===== src/include/devcfg_pkg.sv =====
package devcfg_pkg;

  // ---------------------------------------------------------------
  // Register selects on the configuration access port
  // ---------------------------------------------------------------
  localparam logic [1:0] REG_DEVCAP = 2'h0;
  localparam logic [1:0] REG_DEVCTL = 2'h1;
  localparam logic [1:0] REG_DEVCAP2 = 2'h2;

  // Function select
  localparam logic FUNC_RP = 1'b0;
  localparam logic FUNC_EP = 1'b1;

  // ---------------------------------------------------------------
  // Device capability word fields
  // ---------------------------------------------------------------
  localparam int CAP_MPS_LSB = 0;
  localparam int CAP_PHANTOM_LSB = 3;
  localparam int CAP_EXT_TAG = 5;
  localparam int CAP_L0S_LSB = 6;
  localparam int CAP_L1_LSB = 9;
  localparam int CAP_ROLE_ERR = 15;
  localparam int CAP_PWR_VAL_LSB = 18;
  localparam int CAP_PWR_SCALE_LSB = 26;
  localparam int CAP_FLR = 28;

  // ---------------------------------------------------------------
  // Device control word fields
  // ---------------------------------------------------------------
  localparam int CTL_RO_EN = 4;
  localparam int CTL_PHANTOM_EN = 9;
  localparam int CTL_AUX_PM_EN = 10;
  localparam int CTL_NO_SNOOP_EN = 11;
  localparam int CTL_FLR = 15;
  localparam logic [15:0] CTL_RESET = 16'h2810;
  // Error enables, payload, tag, snoop, read size
  localparam logic [15:0] CTL_WMASK_BASE = 16'h79EF;
  localparam logic [15:0] CTL_RO_MASK = 16'h0010;

  // ---------------------------------------------------------------
  // Device capability word two fields
  // ---------------------------------------------------------------
  localparam int CAP2_CTO_RANGES_LSB = 0;
  localparam int CAP2_CTO_DIS = 4;
  localparam int CAP2_ARI_FWD = 5;
  localparam int CAP2_ATOMIC_ROUTE = 6;
  localparam int CAP2_ATOMIC32 = 7;
  localparam int CAP2_ATOMIC64 = 8;
  localparam int CAP2_CAS128 = 9;
  localparam int CAP2_NO_RO_PRPR = 10;
  localparam int CAP2_LTR = 11;
  localparam int CAP2_TPH_LSB = 12;
  localparam int CAP2_LN_CLS_LSB = 14;
  localparam int CAP2_TAG10_CPL = 16;
  localparam int CAP2_TAG10_REQ = 17;
  localparam int CAP2_OBFF_LSB = 18;
  localparam int CAP2_EXT_FMT = 20;
  localparam int CAP2_E2E_PFX = 21;
  localparam int CAP2_E2E_MAX_LSB = 22;
  localparam int CAP2_EPR_LSB = 24;
  localparam int CAP2_EPR_INIT = 26;
  localparam int CAP2_FRS = 31;

  // ---------------------------------------------------------------
  // Function level reset timing
  // ---------------------------------------------------------------
  localparam int CLK_PERIOD_NS = 100;
  localparam int FLR_TIME_MS = 100;
  localparam int FLR_CYCLES =
    FLR_TIME_MS * 1000000 / CLK_PERIOD_NS;

  typedef enum logic [0:0] {
    FLR_IDLE = 1'b0,
    FLR_BUSY = 1'b1
  } flr_state_t;

endpackage


===== src/hw/devctl_store.sv =====
`timescale 1ns/1ps
module devctl_store
  import devcfg_pkg::*;
#(
  parameter logic [15:0] WMASK = 16'h0000,
  parameter logic [15:0] RST_VAL = 16'h0000
) (
  // Clock and reset
  input wire logic mclk,
  input wire logic sys_rst,
  // Function reset, back to defaults
  input wire logic func_rst,
  // Write strobe with byte lanes
  input wire logic wr_en,
  input wire logic [1:0] wr_be,
  input wire logic [15:0] wr_data,
  // Stored word
  output logic [15:0] ctl_q
);

  logic [15:0] ctl_r;
  logic [15:0] ctl_nxt;
  logic [15:0] lane_mask;

  // ----------------------------------------------------------------
  // Next value: only writable bits move, hardwired bits keep reset
  // ----------------------------------------------------------------
  always_comb begin
    lane_mask = {{8{wr_be[1]}}, {8{wr_be[0]}}} & WMASK;
    ctl_nxt = ctl_r;
    if (func_rst) begin
      ctl_nxt = RST_VAL;
    end else if (wr_en) begin
      ctl_nxt = (ctl_r & ~lane_mask) | (wr_data & lane_mask);
    end
  end

  always_ff @(posedge mclk or posedge sys_rst) begin
    if (sys_rst) begin
      ctl_r <= RST_VAL;
    end else begin
      ctl_r <= ctl_nxt;
    end
  end

  assign ctl_q = ctl_r;

endmodule


===== src/hw/flr_sequencer.sv =====
`timescale 1ns/1ps
module flr_sequencer
  import devcfg_pkg::*;
#(
  parameter int HOLD_CYCLES = FLR_CYCLES
) (
  // Clock and reset
  input wire logic mclk,
  input wire logic sys_rst,
  // Start request, one cycle
  input wire logic flr_start,
  // Function held in reset while high
  output logic flr_active
);

  flr_state_t state_r;
  flr_state_t state_nxt;
  logic [31:0] cnt_r;
  logic [31:0] cnt_nxt;

  // ----------------------------------------------------------------
  // Hold the function in reset for the whole reset window; a new
  // start while busy is absorbed rather than restarting the count
  // ----------------------------------------------------------------
  always_comb begin
    state_nxt = state_r;
    cnt_nxt = cnt_r;
    unique case (state_r)
      FLR_IDLE: begin
        if (flr_start) begin
          state_nxt = FLR_BUSY;
          cnt_nxt = 32'(HOLD_CYCLES - 1);
        end
      end
      FLR_BUSY: begin
        if (cnt_r == 32'h0) begin
          state_nxt = FLR_IDLE;
        end else begin
          cnt_nxt = cnt_r - 32'h1;
        end
      end
    endcase
  end

  always_ff @(posedge mclk or posedge sys_rst) begin
    if (sys_rst) begin
      state_r <= FLR_IDLE;
      cnt_r <= 32'h0;
    end else begin
      state_r <= state_nxt;
      cnt_r <= cnt_nxt;
    end
  end

  assign flr_active = (state_r == FLR_BUSY);

endmodule


===== src/hw/integrated_dev_regs.sv =====
`timescale 1ns/1ps
module integrated_dev_regs
  import devcfg_pkg::*;
#(
  // Implementation choices for both functions
  parameter logic [2:0] MPS_SUPPORTED = 3'h1,
  parameter logic [2:0] L0S_LATENCY = 3'h0,
  parameter logic [2:0] L1_LATENCY = 3'h0,
  // Endpoint abilities
  parameter logic EP_RO_CAPABLE = 1'b1,
  parameter logic EP_NEEDS_ARI = 1'b0,
  parameter logic EP_PEER_ATOMICS = 1'b0,
  parameter logic EP_ATOMIC_32_64 = 1'b0,
  parameter logic EP_CAS_128 = 1'b0,
  parameter logic EP_P2P_RO = 1'b0,
  parameter logic EP_LTR = 1'b0,
  parameter logic [1:0] EP_OBFF = 2'h0,
  parameter logic [1:0] EP_TPH = 2'h0,
  parameter logic [1:0] EP_LN_CLS = 2'h0,
  parameter logic EP_E2E_PFX = 1'b0,
  parameter logic [1:0] EP_E2E_MAX = 2'h0,
  parameter logic EP_FRS = 1'b0,
  parameter logic [3:0] EP_CTO_RANGES = 4'h0,
  parameter logic EP_CTO_DIS = 1'b0,
  // Root port forwarding involvement and its own timeout support
  parameter logic RP_FORWARDS = 1'b0,
  parameter logic [3:0] RP_CTO_RANGES = 4'h0,
  parameter logic RP_CTO_DIS = 1'b0,
  // Endpoint function reset window in clock cycles
  parameter int FLR_HOLD_CYCLES = FLR_CYCLES
) (
  // Clock and reset
  input wire logic mclk,
  input wire logic sys_rst,
  // Configuration access port
  input wire logic cfg_valid,
  input wire logic cfg_write,
  input wire logic cfg_func,
  input wire logic [1:0] cfg_reg,
  input wire logic [3:0] cfg_be,
  input wire logic [31:0] cfg_wdata,
  output logic cfg_ack,
  output logic cfg_err,
  output logic [31:0] cfg_rdata,
  // Endpoint transaction attributes
  input wire logic ep_tx_valid,
  input wire logic ep_tx_ro_want,
  input wire logic ep_tx_ns_want,
  output logic ep_tx_attr_valid,
  output logic ep_tx_attr_ro,
  output logic ep_tx_attr_ns,
  // Endpoint function reset
  output logic ep_func_reset
);

  // ----------------------------------------------------------------
  // Per-function control write masks
  // ----------------------------------------------------------------
  // phantom and aux off
  localparam logic [15:0] RP_WMASK = CTL_WMASK_BASE | CTL_RO_MASK;
  localparam logic [15:0] EP_WMASK =
    EP_RO_CAPABLE ? (CTL_WMASK_BASE | CTL_RO_MASK) : CTL_WMASK_BASE;
  localparam logic [15:0] EP_RST_VAL =
    EP_RO_CAPABLE ? CTL_RESET : (CTL_RESET & ~CTL_RO_MASK);

  logic [31:0] devcap_w;
  logic [31:0] rp_cap2_w;
  logic [31:0] ep_cap2_w;
  logic [15:0] rp_ctl;
  logic [15:0] ep_ctl;
  logic ctl_wr;
  logic rp_ctl_wr;
  logic ep_ctl_wr;
  logic flr_start;
  logic flr_active;
  logic ack_r;
  logic ack_nxt;
  logic err_r;
  logic err_nxt;
  logic [31:0] rdata_r;
  logic [31:0] rdata_nxt;
  logic attr_v_r;
  logic attr_v_nxt;
  logic attr_ro_r;
  logic attr_ro_nxt;
  logic attr_ns_r;
  logic attr_ns_nxt;

  // ----------------------------------------------------------------
  // Device capability word, identical in both functions
  // ----------------------------------------------------------------
  always_comb begin
    devcap_w = 32'h0;
    devcap_w[CAP_MPS_LSB +: 3] = MPS_SUPPORTED;
    devcap_w[CAP_PHANTOM_LSB +: 2] = 2'h0;
    devcap_w[CAP_EXT_TAG] = 1'b1;
    devcap_w[CAP_L0S_LSB +: 3] = L0S_LATENCY;
    devcap_w[CAP_L1_LSB +: 3] = L1_LATENCY;
    devcap_w[CAP_ROLE_ERR] = 1'b1;
    devcap_w[CAP_PWR_VAL_LSB +: 8] = 8'h00;
    devcap_w[CAP_PWR_SCALE_LSB +: 2] = 2'h0;
    // Only the endpoint can act on function level reset
    devcap_w[CAP_FLR] = 1'b1;
  end

  // ----------------------------------------------------------------
  // Endpoint capability word two
  // ----------------------------------------------------------------
  always_comb begin
    ep_cap2_w = 32'h0;
    ep_cap2_w[CAP2_CTO_RANGES_LSB +: 4] = EP_CTO_RANGES;
    ep_cap2_w[CAP2_CTO_DIS] = EP_CTO_DIS;
    ep_cap2_w[CAP2_LTR] = EP_LTR;
    ep_cap2_w[CAP2_OBFF_LSB +: 2] = EP_OBFF;
    ep_cap2_w[CAP2_TPH_LSB +: 2] = EP_TPH;
    ep_cap2_w[CAP2_TAG10_REQ] = 1'b1;
    ep_cap2_w[CAP2_EXT_FMT] = 1'b1;
    ep_cap2_w[CAP2_E2E_PFX] = EP_E2E_PFX;
    ep_cap2_w[CAP2_E2E_MAX_LSB +: 2] = EP_E2E_MAX;
    ep_cap2_w[CAP2_EPR_LSB +: 2] = 2'h0;
    ep_cap2_w[CAP2_EPR_INIT] = 1'b0;
    ep_cap2_w[CAP2_FRS] = EP_FRS;
  end

  // ----------------------------------------------------------------
  // Root port capability word two, mostly mirrored from the endpoint
  // ----------------------------------------------------------------
  always_comb begin
    rp_cap2_w = 32'h0;
    rp_cap2_w[CAP2_CTO_RANGES_LSB +: 4] =
      RP_FORWARDS ? RP_CTO_RANGES : 4'h0;
    rp_cap2_w[CAP2_CTO_DIS] = RP_FORWARDS ? RP_CTO_DIS : 1'b0;
    rp_cap2_w[CAP2_ARI_FWD] = EP_NEEDS_ARI;
    rp_cap2_w[CAP2_ATOMIC_ROUTE] = EP_PEER_ATOMICS;
    rp_cap2_w[CAP2_ATOMIC32] = EP_ATOMIC_32_64;
    rp_cap2_w[CAP2_ATOMIC64] = EP_ATOMIC_32_64;
    rp_cap2_w[CAP2_CAS128] = EP_CAS_128;
    rp_cap2_w[CAP2_NO_RO_PRPR] = EP_P2P_RO;
    rp_cap2_w[CAP2_LTR] = EP_LTR;
    rp_cap2_w[CAP2_TPH_LSB +: 2] = EP_TPH;
    rp_cap2_w[CAP2_LN_CLS_LSB +: 2] = EP_LN_CLS;
    rp_cap2_w[CAP2_TAG10_CPL] = 1'b1;
    rp_cap2_w[CAP2_TAG10_REQ] = 1'b1;
    rp_cap2_w[CAP2_OBFF_LSB +: 2] = EP_OBFF;
    rp_cap2_w[CAP2_EXT_FMT] = 1'b1;
    rp_cap2_w[CAP2_E2E_PFX] = EP_E2E_PFX;
    rp_cap2_w[CAP2_E2E_MAX_LSB +: 2] = EP_E2E_MAX;
    rp_cap2_w[CAP2_EPR_LSB +: 2] = 2'h0;
    rp_cap2_w[CAP2_EPR_INIT] = 1'b0;
    rp_cap2_w[CAP2_FRS] = EP_FRS;
  end

  // ----------------------------------------------------------------
  // Control word write decode
  // ----------------------------------------------------------------
  // Capability words are read only, so writes there are dropped
  // capability writes dropped
  assign ctl_wr = cfg_valid & cfg_write & (cfg_reg == REG_DEVCTL);
  assign rp_ctl_wr = ctl_wr & (cfg_func == FUNC_RP);
  // Writes to the endpoint are dropped while its reset window runs
  assign ep_ctl_wr = ctl_wr & (cfg_func == FUNC_EP) & ~flr_active;
  assign flr_start = ep_ctl_wr & cfg_be[1] & cfg_wdata[CTL_FLR];

  devctl_store #(
    .WMASK(RP_WMASK),
    .RST_VAL(CTL_RESET)
  ) u_rp_ctl (
    .mclk(mclk),
    .sys_rst(sys_rst),
    .func_rst(1'b0),
    .wr_en(rp_ctl_wr),
    .wr_be(cfg_be[1:0]),
    .wr_data(cfg_wdata[15:0]),
    .ctl_q(rp_ctl)
  );

  devctl_store #(
    .WMASK(EP_WMASK),
    .RST_VAL(EP_RST_VAL)
  ) u_ep_ctl (
    .mclk(mclk),
    .sys_rst(sys_rst),
    .func_rst(flr_active),
    .wr_en(ep_ctl_wr),
    .wr_be(cfg_be[1:0]),
    .wr_data(cfg_wdata[15:0]),
    .ctl_q(ep_ctl)
  );

  flr_sequencer #(
    .HOLD_CYCLES(FLR_HOLD_CYCLES)
  ) u_flr (
    .mclk(mclk),
    .sys_rst(sys_rst),
    .flr_start(flr_start),
    .flr_active(flr_active)
  );

  // ----------------------------------------------------------------
  // Read data and completion, one cycle after the request
  // ----------------------------------------------------------------
  always_comb begin
    ack_nxt = cfg_valid;
    err_nxt = 1'b0;
    rdata_nxt = 32'h0;
    if (cfg_valid) begin
      unique case (cfg_reg)
        REG_DEVCAP: begin
          rdata_nxt = devcap_w;
        end
        REG_DEVCTL: begin
          rdata_nxt = {16'h0000,
            ((cfg_func == FUNC_EP) ? ep_ctl : rp_ctl)};
        end
        REG_DEVCAP2: begin
          rdata_nxt = (cfg_func == FUNC_EP) ? ep_cap2_w : rp_cap2_w;
        end
        default: begin
          // Unmapped select reads zero and flags the access
          err_nxt = 1'b1;
        end
      endcase
      if (cfg_write) begin
        rdata_nxt = 32'h0;
      end
    end
  end

  // ----------------------------------------------------------------
  // Endpoint transaction attributes
  // ----------------------------------------------------------------
  // Root port copies of these enables feed nothing on purpose
  // sizes and tag unused
  always_comb begin
    attr_v_nxt = ep_tx_valid & ~flr_active;
    attr_ro_nxt = attr_v_nxt & ep_tx_ro_want & ep_ctl[CTL_RO_EN];
    attr_ns_nxt = attr_v_nxt & ep_tx_ns_want & ep_ctl[CTL_NO_SNOOP_EN];
  end

  always_ff @(posedge mclk or posedge sys_rst) begin
    if (sys_rst) begin
      ack_r <= 1'b0;
      err_r <= 1'b0;
      rdata_r <= 32'h0;
      attr_v_r <= 1'b0;
      attr_ro_r <= 1'b0;
      attr_ns_r <= 1'b0;
    end else begin
      ack_r <= ack_nxt;
      err_r <= err_nxt;
      rdata_r <= rdata_nxt;
      attr_v_r <= attr_v_nxt;
      attr_ro_r <= attr_ro_nxt;
      attr_ns_r <= attr_ns_nxt;
    end
  end

  assign cfg_ack = ack_r;
  assign cfg_err = err_r;
  assign cfg_rdata = rdata_r;
  assign ep_tx_attr_valid = attr_v_r;
  assign ep_tx_attr_ro = attr_ro_r;
  assign ep_tx_attr_ns = attr_ns_r;
  assign ep_func_reset = flr_active;

endmodule


===== config.mk =====
export PLATFORM = sky130hd
export DESIGN_NAME = integrated_dev_regs
export DESIGN_NICKNAME = d
export VERILOG_FILES = /design/src/include/devcfg_pkg.sv /design/src/hw/devctl_store.sv /design/src/hw/flr_sequencer.sv /design/src/hw/integrated_dev_regs.sv
export SDC_FILE = /design/constraint.sdc
export NUM_CORES = 1
export LEC_CHECK = 0
export ABC_AREA = 1
export BUFFER_PORTS_ARGS = -buffer_cell sky130_fd_sc_hd__clkbuf_2
export CAP_MARGIN = 10
export CORE_MARGIN = 2
export CORE_UTILIZATION = 58
export CTS_BUF_LIST = sky130_fd_sc_hd__clkbuf_2 sky130_fd_sc_hd__clkbuf_4 sky130_fd_sc_hd__clkbuf_8
export DETAILED_ROUTE_END_ITERATION = 8
export PLACE_DENSITY = 0.82
export SYNTH_ARGS = -nofsm -noshare
export SYNTH_HDL_FRONTEND = slang
export SYNTH_SLANG_ARGS = --single-unit

===== constraint.sdc =====
create_clock -name mclk -period 2.9 [get_ports mclk]
set_input_delay 0.145 -clock mclk [delete_from_list [all_inputs] [get_ports mclk]]
set_output_delay 0.145 -clock mclk [all_outputs]
set_load 0.01 [all_outputs]

Word-level counts from Yosys, hierarchy flattened. Cells that the tools add are included.

Register bits after elaboration: 102. Latch bits: 0. RAM bits: 0. Bits in read-only memories: 0. Input port bits: 46. Output and inout port bits: 38. Logic and storage cells: 55. Memories: 0.

Add/sub/neg operators: 1. $mul: 0. Divide/modulo/power cells: 0. Magnitude comparators: 0. Eq/ne operators: 4. Shift-type cells: 0. Multiplexer cells: 15. Bitwise gates (word level): 20. Reductions and logical operators: 5.

Operator list (count): 32-bit two-way mux (4); 29-bit one-hot mux with 3 select lines (1); 32-bit one-hot mux with 2 select lines (1); 16-bit two-way mux (3); 16-bit bitwise AND (2); 32-bit zero test (1); 16-bit OR (2); 32-bit by 1-bit subtractor with 32-bit output, second input constant (1); 17-bit two-way mux (1); 16-bit by 15-bit bitwise AND with 16-bit output (1); 15-bit NOT with 16-bit output (1); 1-bit bitwise AND (12); 1-bit two-way mux (4); 2-bit inequality test, second input constant (2); 3-bit OR reduction (1); 2-bit by 1-bit == test with 1-bit output, second input constant (1); 2-bit == test, second input constant (1); 2-bit zero test (1); 1-bit NOT (2); 1-bit one-hot mux with 2 select lines (1); 2-bit AND reduction (1); 2-bit nonzero test (1).

Logic depth before layout (Yosys ltp). Gate-level depths: netlist of run 1.

Word-level depth: 8. Gate-level depth with buffers: 11. Depth with buffers taken out: 10.

Hierarchy. Synthesis of run 1 repeated with hierarchy kept, for this count alone.

Cells, all modules: 707. Area, all modules: 4942.2 µm².

Modules (own cells, without submodules): flr_sequencer (instances 1, cells an instance 358, area each 2314.7 µm², seq. area each 825.8 µm²); devctl_store (instances 2, cells an instance 103, area each 716.9 µm², seq. area each 329.1 µm²); integrated_dev_regs (instances 1, cells an instance 143, area each 1193.6 µm², seq. area each 600.6 µm²).

Worst setup path after synthesis of run 1. Ideal clock, no wire load.

Path kind: reg-to-reg. Start point: reg u_flr.cnt_r[0]. End point: reg u_flr.cnt_r[0]. Library setup time: 119 ps. Arrival time: 1608 ps. Data required time: 2781 ps. Path slack: 1173 ps. Stages on the path, launching flop included: 11. Buffers on the path: 1. Clock period less this slack: 1727 ps. Path through: dfrtp_1 -> inv_1 -> ha_1 -> nand2_4 -> nor2_8 -> nand2_4 -> o21ai_4 -> nand2_4 -> buf_6 -> nand2_2 -> o21ai_2.

Word-level cells in the longest chain between the ends: 3. Elaborated cells on any way between the ends: 6. Classes of those cells: add/sub: 1; eq/ne: 1; mux: 2; reduce/logical: 2.

RTL lines: start, declared (line flr_sequencer.sv:18) `logic [31:0] cnt_r;`; start signal, assigned (line flr_sequencer.sv:51) `cnt_r <= cnt_nxt;`; 32-bit by 1-bit subtractor with 32-bit output or 32-bit zero test (tied branches) (line flr_sequencer.sv:39, flr_sequencer.sv:36); 32-bit two-way mux or 2-bit inequality test (tied branches); 32-bit one-hot mux with 2 select lines or 2-bit AND reduction (tied branches).

Several ways; a longest one is shown, not always the timed one. The select of a mux whose other input is x is not followed. A chain may end at the register's enable or synchronous reset.

Worst setup path after layout of run 1.
Start point: reg u_flr.cnt_r[0]. End point: reg u_flr.cnt_r[26].

The elaborated chain is that of the path after synthesis.

==> impl_results.md, run 1 <==
* CTS Sinks at 82
* Power Internal at 1580 µW
* Multiplexer share of the synthesized area at 2.50%
* Post-DP HPWL at 7010 µm
* P_leak at 0.00260 µW
* Vias in the first global route at 3581
* Die area at 8490 µm²
* Comb power frac at 6.8%
* XOR/XNOR Fraction of Synth Area at 1.94%
* Latest clock arrival within the worst-skew pair at 360 ps
* Setup CP Type: reg -> reg
* Routed length per instance at 14.3 µm
* Sequential power share at 55.6%
* PwrDens at 435 nW/µm²
* Initial DRT Pass Iterations at 6
* CP max-delay cell: nor2_8
* N_diodes at 0
* Share of layout cells above drive strength 1 at 25.9%
* Crit path to: u_flr.cnt_r[26]
* I/O pins at 84
* Synth area leader: dfrtp_1
* Global Route Usage Sum at 25.2%
* Cells after Synth at 534
* GR Overflow Total at 0
* Post-route ant nets at 0
* Clock power share at 37.6%
* Critical-path cell list: inv_1 > ha_1 > nand2_4 > nor2_8 > nand2_4 > nor2_4 > nor2_4 > nor2_8 > nand2_1 > o21ai_2
* Cts repair resizes at 0
* Largest vdd supply drop at 305 µV
* Slew @ Worst Pin at 877 ps
* Tcrit/Tclk final at 75.7%
* Syn Std Cell Area at 4510 µm²
* R2r setup slk at 710 ps
* Slew Limit Fails at 0
* CP Data Arrival Time at 2490 ps
* Worst EP required at 3190 ps
* RSZ-0062 raised after global routing: no
* Sw Share at 27.1%
* Post-Route Skew at 10.4 ps
* Largest cells by area after synthesis: dfrtp_1 42%, nand2_1 10%, nor2_1 6.3%, o21ai_2 4.5%, nand3_1 3.8%
* Count leader, synth: nand2_1
* Critical Path Source Type: register
* P&R area growth vs syn at 10.8%
* Starting Density at 58.9%
* Final Non-Filler Cells at 696
* Post-route DRC at 0
* Setup TNS at 0 ps
* Adder-cell share of the synthesized area at 0.278%
* Slew HR at 41.5%
* Cts bufs inserted at 9
* Unique masters post-synth at 35
* Fmax at 456 MHz
* DR vias at 3693
* Std-Cell Rows at 32
* Synth top area share at 42.2%
* Simple-Gate Fraction of Synth Area at 30.1%
* GP Congestion at 0.920
* Largest family of logic cells by synthesized area: simple AND/OR/NAND/NOR gates
* CTS root buf: clkbuf_8
* Die width at 92.2 µm
* Synthesis-stage register bit count at 82
* Mean post-synth cell area at 8.44 µm²
* Outcome: complete, no violations
* Area of the core at 7650 µm²
* Synth warnings at 0
* H-tree levels at 3
* Nets@finish at 636
* P_sw at 589 µW
* Die H at 92.2 µm
* Min Clock Period, post-route at 2190 ps
* First-pass GRT wire length at 17000 µm
* Synth top cells by count: 120 x nand2_1, 76 x dfrtp_1, 76 x nor2_1
* CTS Buffer Depth at 2
* Placed instance count at 674
* Fin. Hold Viols at 0
* Worst Setup End Kind: register
* Via density at 5.31
* Initial antenna violation count at 0
* Worst hold path type: in -> reg
* FF-to-FF path depth at 10
* Slowest cell delay on critical path at 460 ps
* Post-synthesis sequential area ratio at 45.7%
* Post-synth EDFFs at 0
* Number of max-cap violations at 0
* WL final at 9950 µm
* Synth Flop Type: dfrtp_1
* Post-synthesis async set-or-reset flop share at 100%
* Worst Setup SP: u_flr.cnt_r[0]
* Pin count of the biggest net entering global routing at 52
* Port Buffers at 51
* RR Startpoint: u_flr.cnt_r[0]
* TritonCTS clock tree: built
* Final Setup Violations at 0
* Clock transition at path regs at 90 ps
* Critical path fanouts, max at 30
* RR Endpoint: u_flr.cnt_r[26]
* Starting DRT DRC Count at 206
* Post-synthesis compound-gate area fraction at 10.9%
==> worst min-delay path by stage <==
stage	cells past startpoint	startpoint	slack [ps]	end
floorplan	0	cfg_valid	180	cfg_ack
global placement	1	cfg_valid	270	cfg_ack
detailed placement	1	cfg_valid	280	cfg_ack
CTS	3	cfg_wdata[13]	3	u_rp_ctl.ctl_q[13]
global route	3	cfg_wdata[13]	4	u_rp_ctl.ctl_q[13]
finish	3	cfg_wdata[13]	20	u_rp_ctl.ctl_q[13]
==> what timing repair did <==
item                                   CTS  global route
setup buffers                            0             0
hold buffers                             6             0
endpoints found under the hold margin   50             0
==> routing by layer <==
| layer | GRT usage, % | routed length [µm] |
|---|---|---|
| met4 | 6.47 | 127 |
| met1 | 32.5 | 4220 |
| met3 | 5.83 | 534 |
| met2 | 42.9 | 5070 |
| met5 | 0 | 0 |
==> power by group through the flow <==
stage,Clock (µW),Sequential [µW],Combinational [µW]
floorplan,0,1230,101
CTS,821,1210,148
finish,817,1210,147
global route,878,1210,165
detailed placement,0,1230,141
global placement,0,1230,134
==> cell families after synthesis <==
logic type	count (synthesis)
xor+xnor	10
compound gates	74
mux	10
other cells	1
fa+ha+maj	1
simple gates	286
flops	82
buf+inv	70
==> flip-flops by register name (all words and copies together), names as in the netlist <==
| register | flops |
|---|---|
| u_flr.cnt_r | 32 |
| cfg_rdata | 18 |
| u_ep_ctl.ctl_q | 13 |
| u_rp_ctl.ctl_q | 13 |
| cfg_ack | 1 |
| cfg_err | 1 |
| ep_tx_attr_ns | 1 |
| ep_tx_attr_ro | 1 |
| ep_tx_attr_valid | 1 |
| u_flr.flr_active | 1 |
==> critical path: cells and delay by family, from the launching register on <==
kind | cells | cell delay, ps
buffers and inverters | 1 | 130
adders and majority gates | 1 | 320
and+or+nand+nor | 7 | 1160
DFF | 1 | 390
AOI/OAI and AO/OA | 1 | 90
==> layout make-up <==
class | count | area, µm²
timing repair buffer | 60 | 338
tap | 102 | 128
fill | 627 | 2650
multi-input combinational | 394 | 2110
clock buffer | 9 | 124
inverter | 42 | 164
sequential | 82 | 2060
clock inverter | 7 | 72.6
==> cells in the final DEF (no fill, tap or decap), types with 2 or more instances in the layout <==
cell and instances:
xnor2_1 2, nand3_1 34, nor2_4 6, clkbuf_8 9, nand3b_1 4, a21oi_1 25
inv_8 2, dfstp_2 6, inv_4 2, o21bai_1 5, nor3_1 3, xor2_1 8
nor2_1 76, nor2_8 3, nor2_2 6, nand2_2 19, nand2_1 120, nand3_2 2
nand4_1 7, dlygate4sd3_1 6, o21ai_0 17, clkbuf_2 51, dfrtp_1 76, o21ai_2 23
nand2_4 4, o311ai_0 3, mux2_2 10, clkinv_4 2, buf_4 3, conb_1 13
inv_1 39
==> per-stage QoR <==
| stage | total power (µW) | area, µm² | setup WS [ps] | utilization [%] | hold WS, ps |
|---|---|---|---|---|---|
| floorplan | 1330 | 4550 | 656 | - | 176 |
| global placement | 1360 | 4740 | 788 | 62.0 | 270 |
| detailed placement | 1370 | 4740 | 745 | 62.0 | 284 |
| CTS | 2180 | 4990 | 717 | 65.3 | 3.42 |
| global route | 2260 | 4990 | 496 | 65.3 | 3.93 |
| finish | 2170 | 4990 | 705 | 65.3 | 16.9 |
Power figures use the tool's default switching activity.
==> run 2: changes to the inputs <==
Clock period 2.9 ns to 2.1 ns, I/O delays scaled along.
==> impl_results.md, run 2 (synthesis results as in run 1) <==
* Critical path fanouts, max at 25
* CTS Buffer Depth at 2
* Die H at 92.2 µm
* Placed instance count at 680
* P_sw at 794 µW
* Outcome: complete, no violations
* Port Buffers at 51
* P_leak at 0.00269 µW
* Power Internal at 2190 µW
* I/O pins at 84
* Worst hold path type: in -> reg
* Post-DP HPWL at 6980 µm
* Final Setup Violations at 0
* Slew Limit Fails at 0
* RSZ-0062 raised after global routing: no
* Die width at 92.2 µm
* CP Data Arrival Time at 2140 ps
* Worst Setup SP: u_flr.cnt_r[0]
* WL final at 10500 µm
* Hold Path Stages at 2
* RR Endpoint: u_flr.cnt_r[7]
* P&R area growth vs syn at 15.2%
* Multi-input gate area at 2110 µm²
* Fmax at 526 MHz
* Most common cell after layout, fill and taps aside: nand2_1
* Clock power share at 36.3%
* Setup CP Type: reg -> reg
* Number of max-cap violations at 0
* RR Startpoint: u_flr.cnt_r[0]
* Via density at 5.33
* Comb power frac at 7.7%
* Slew HR at 64.0%
* Vias in the first global route at 3751
* Starting Density at 58.9%
* Cts bufs inserted at 9
* Post-Route Skew at 13.0 ps
* GR Overflow Total at 0
* Filler cells at 594
* Fin. Hold Viols at 0
* Setup TNS at 0 ps
* CTS Sinks at 82
* GP Congestion at 0.924
* Most frequent cells in the layout: 120 x nand2_1, 76 x nor2_1, 76 x dfrtp_1
* Tcrit/Tclk final at 90.6%
* Reg with most FFs: u_flr.cnt_r
* CTS root buf: clkbuf_8
* Post-route ant nets at 0
* Worst Hold Endpoint: u_rp_ctl.ctl_q[12]
* Starting DRT DRC Count at 221
* Share of layout cells above drive strength 1 at 26.1%
* TritonCTS clock tree: built
* Global Route Usage Sum at 26.4%
* Min Clock Period, post-route at 1900 ps
* H-tree levels at 3
* Sequential power share at 56.0%
* Largest vdd supply drop at 491 µV
* Sequential Area at 2060 µm²
* Initial DRT Pass Iterations at 7
* Hold Startpoint: cfg_wdata[12]
* Std-Cell Rows at 32
* Area of the core at 7650 µm²
* Sw Share at 26.6%
* Nets@finish at 656
* Largest register FFs at 32
* N_diodes at 0
* Die area at 8490 µm²
* PwrDens at 575 nW/µm²
* Critical Path Source Type: register
* First-pass GRT wire length at 17800 µm
* Routed length per instance at 14.7 µm
* R2r setup slk at 200 ps
* Latest clock arrival within the worst-skew pair at 360 ps
* DR vias at 3813
* Clock transition at path regs at 90 ps
* Slew @ Worst Pin at 538 ps
* Worst Setup End Kind: register
* Pin count of the biggest net entering global routing at 83
* Post-route DRC at 0
* Post-CTS Setup Bufs at 0
* Worst EP required at 2340 ps
* Initial antenna violation count at 0
* Final Non-Filler Cells at 716
* FF-to-FF path depth at 9
[run 2: changes by cell type in the layout (fill, tap and decap cells not counted)]
cell / before / now
dlygate4sd3_1: 6 / 20
buf_4: 3 / 7
inv_6: 1 / 5
buf_12: 0 / 2
clkinv_4: 2 / 0
inv_8: 2 / 0
clkinv_8: 1 / 0
clkinvlp_4: 1 / 2
[run 2: worst max path at each step]
stage          cells after the start  slack, ps         endpoint
2_1_floorplan                     10        370   u_flr.cnt_r[0]
3_3_place_gp                       9        260  u_flr.cnt_r[13]
3_5_place_dp                       9        200   u_flr.cnt_r[7]
4_1_cts                            9        180   u_flr.cnt_r[7]
5_1_grt                            9         40   u_flr.cnt_r[6]
6_report                           9        200   u_flr.cnt_r[7]
[run 2: per-stage QoR]
step	hold slack [ps]	setup WS [ps]	power, µW	instance area, µm²	utilization, %
after floorplan	136	373	1840	4560	-
after global placement	229	261	1890	4810	62.9
after detailed placement	230	200	1900	4810	62.9
after CTS	1.44	177	2990	5190	67.9
after global routing	5.96	39.3	3100	5190	67.9
final	9.46	198	2980	5190	67.9
[run 2: worst max-delay path: stages (launching register included)]
cell     delay (ps)
dfrtp_1         380
inv_1           120
ha_1            240
nand2_4         100
nor2_8          160
nand2_4          80
o21ai_4         220
nand2_4         250
nand2_1         170
o21ai_2          60
[run 2: timing repair]
item | in CTS | in global routing
hold buffers | 20 | 0
resized for setup | 0 | 0
endpoints found under the hold margin | 94 | 0
[run 2: area by class of cell]
class | count | area share (%)
repair buffers | 80 | 10.6
clock inverters | 7 | 1.08
inverters | 42 | 3.21
well taps | 102 | 2.46
clock buffers | 9 | 2.39
multi-input cells | 394 | 40.6
flip-flops and latches | 82 | 39.7
[run 2: power by group through the flow]
stage / Sequential [µW] / Combinational, µW / Clock (µW)
2_1_floorplan: 1700 / 140 / 0
3_3_place_gp: 1700 / 192 / 0
3_5_place_dp: 1700 / 198 / 0
4_1_cts: 1670 / 225 / 1100
5_1_grt: 1670 / 258 / 1170
6_report: 1670 / 230 / 1080
[run 2: metal layers]
metal  GRT usage [%]  routed length, µm
met5               0                  0
met4            10.4                252
met3            4.19                507
met2            43.8               5310
met1            35.0               4450
==> run 3: changes to the inputs <==
Settings changed: CORE_UTILIZATION 58 to 59, PLACE_DENSITY 0.82 to 0.84, SYNTH_HIERARCHICAL set to 1.
==> impl_results.md, run 3 <==
* Share of layout cells above drive strength 1 at 15.0%
* Post-CTS Setup Bufs at 0
* Synth Flop Type: dfrtp_1
* Post-DP HPWL at 8280 µm
* Most used routing layer in global routing: met2
* Setup TNS at 0 ps
* Cts bufs inserted at 9
* Most common cell after layout, fill and taps aside: nand2_1
* Area of the core at 8180 µm²
* Initial antenna violation count at 0
* H-tree levels at 3
* Reg with most FFs: u_flr/cnt_r
* CP max-delay cell: dfrtp_1
* Worst Hold Endpoint: cfg_rdata[28]
* Die H at 95.5 µm
* N_diodes at 0
* RSZ-0062 raised after global routing: no
* CP Data Arrival Time at 2160 ps
* Met3 Use GR at 3.95%
* Tcrit/Tclk final at 91.8%
* Critical-path cell list: inv_1 > ha_2 > nand2_2 > nor2_4 > nand2_1 > nor2_2 > nand2_2 > nand2_8 > buf_4 > o21ai_0
* Setup CP Type: reg -> reg
* Largest cells by area after synthesis: dfrtp_1 39%, nand2_1 22%, nor2_1 7.2%, nand3_1 5.1%, inv_1 4.2%
* First-pass GRT wire length at 19300 µm
* R2r setup slk at 170 ps
* Filler cells at 707
* CTS Buffer Depth at 2
* Met2 Resource Use GR at 41.1%
* Critical Path Source Type: register
* Outcome: complete, no violations
* Overall power at 4510 µW
* PwrDens at 829 nW/µm²
* Synthesis-stage register bit count at 83
* Starting DRT DRC Count at 372
* Std-Cell Rows at 33
* P_leak at 0.00295 µW
* RR Endpoint: u_flr/cnt_r[23]
* Starting Density at 60.5%
* Global Route Usage Sum at 27.1%
* Synth top cells by count: 290 x nand2_1, 95 x nor2_1, 77 x dfrtp_1
* Fin. Hold Viols at 0
* Number of max-cap violations at 0
* Unique masters post-synth at 30
* GP Congestion at 0.918
* Latest clock arrival within the worst-skew pair at 360 ps
* Slew @ Worst Pin at 858 ps
* Post-synthesis sequential area ratio at 42.2%
* FF-to-FF path depth at 10
* Clock transition at path regs at 90 ps
* Slowest cell delay on critical path at 400 ps
* CTS Sinks at 83
* Min Clock Period, post-route at 1930 ps
* Critical path fanouts, max at 16
* Worst hold path type: in -> reg
* DR vias at 4555
* Final Setup Violations at 0
* Via density at 5.23
* Syn Std Cell Area at 4940 µm²
* Fmax at 519 MHz
* Critical Path Most Common Cell: nand2_2
* RR Startpoint: u_flr/cnt_r[0]
* Synth area leader: dfrtp_1
* Hold Startpoint: cfg_reg[0]
* Count leader, synth: nand2_1
* Die area at 9130 µm²
* GR Overflow Total at 0
* Largest register FFs at 32
* Post-route ant nets at 0
* Most frequent cells in the layout: 290 x nand2_1, 95 x nor2_1, 77 x dfrtp_1
* Nets@finish at 808
* Worst Setup End Kind: register
* Port Buffers at 51
* Pin count of the biggest net entering global routing at 34
* Synth warnings at 6
* Worst EP required at 2340 ps
* Cells after Synth at 707
* Post-synthesis async set-or-reset flop share at 100%
* Mean post-synth cell area at 6.99 µm²
* Initial DRT Pass Iterations at 6
* Post-route DRC at 0
* Slew HR at 42.7%
* Synth top area share at 39.0%
* P&R area growth vs syn at 10.0%
* Met1 usage at 39.6%
* Routed length per instance at 13.2 µm
* Post-synth EDFFs at 0
* Vias in the first global route at 4222
* Die width at 95.5 µm
* Largest vdd supply drop at 438 µV
* Core Util, Final at 66.5%
* Slew Limit Fails at 0
* TritonCTS clock tree: built
* Hold Path Stages at 2
* Post-Route Skew at 5.40 ps
* WL final at 11500 µm
* I/O pins at 84
* CTS root buf: clkbuf_8
==> run 3: routing by layer <==
metal,vias to the layer above,part of all wire (%)
met5,-,0
met2,212,43
met3,25,7.6
met1,2085,47
li1,2233,-
met4,0,2.0
==> run 3: cell families (layout without fill, tap and decap cells) <==
group	count (synthesis)	count (layout)	share of synthesized area (%)
other cells	3	20	0.228
compound gates	32	32	4.10
fa+ha+maj	1	1	0.253
flops	83	83	42.2
simple gates	474	474	39.8
buf+inv	102	144	11.3
xor+xnor	12	12	2.13
==> run 3: worst max-delay path: cells and delay by family, from the launching register on <==
family	cells	cell delay, ps
and+or+nand+nor	6	750
DFF	1	400
buffers and inverters	2	300
adders and majority gates	1	240
AOI/OAI and AO/OA	1	110
==> run 3: what timing repair did <==
action | CTS | global route
resized for setup | 0 | 2
hold buffers | 5 | 0
endpoints found under the setup margin | 0 | 23
hold endpoints to repair | 81 | 0
==> run 3: how the worst max path moves through the flow <==
stage          slack (ps)            from  cells after the start         endpoint
4_1_cts               100  u_flr/cnt_r[0]                     10  u_flr/cnt_r[23]
3_5_place_dp          120  u_flr/cnt_r[0]                     10  u_flr/cnt_r[31]
5_1_grt                20  u_flr/cnt_r[0]                     11  u_flr/cnt_r[31]
2_1_floorplan         380  u_flr/cnt_r[0]                     12   u_flr/cnt_r[6]
3_3_place_gp          170  u_flr/cnt_r[0]                     11   u_flr/cnt_r[9]
6_report              170  u_flr/cnt_r[0]                     10  u_flr/cnt_r[23]
==> run 3: report_power, final <==
group          internal (µW)  total [µW]  switching, µW
logic                    388        1220            834
registers               1790        1960            175
clock network            693        1320            631
==> run 3: cell type report <==
type	instances	area (µm²)	share of cell area (%)
inverters	63	244	4.49
repair buffers	65	373	6.86
well taps	105	131	2.42
flip-flops and latches	83	2080	38.3
multi-input cells	539	2370	43.7
clock inverters	7	106	1.96
clock buffers	9	124	2.28
==> run 3: per-stage QoR <==
stage / instance area [µm²] / hold WS (ps) / setup WS [ps] / cells
3_5_place_dp: 5150 / 197 / 125 / 850
3_3_place_gp: 5150 / 189 / 169 / 850
6_report: 5440 / 30.2 / 171 / 871
5_1_grt: 5440 / 32.6 / 18.7 / 871
2_1_floorplan: 5010 / -20.2 / 383 / 724
4_1_cts: 5430 / 19.1 / 97.2 / 871
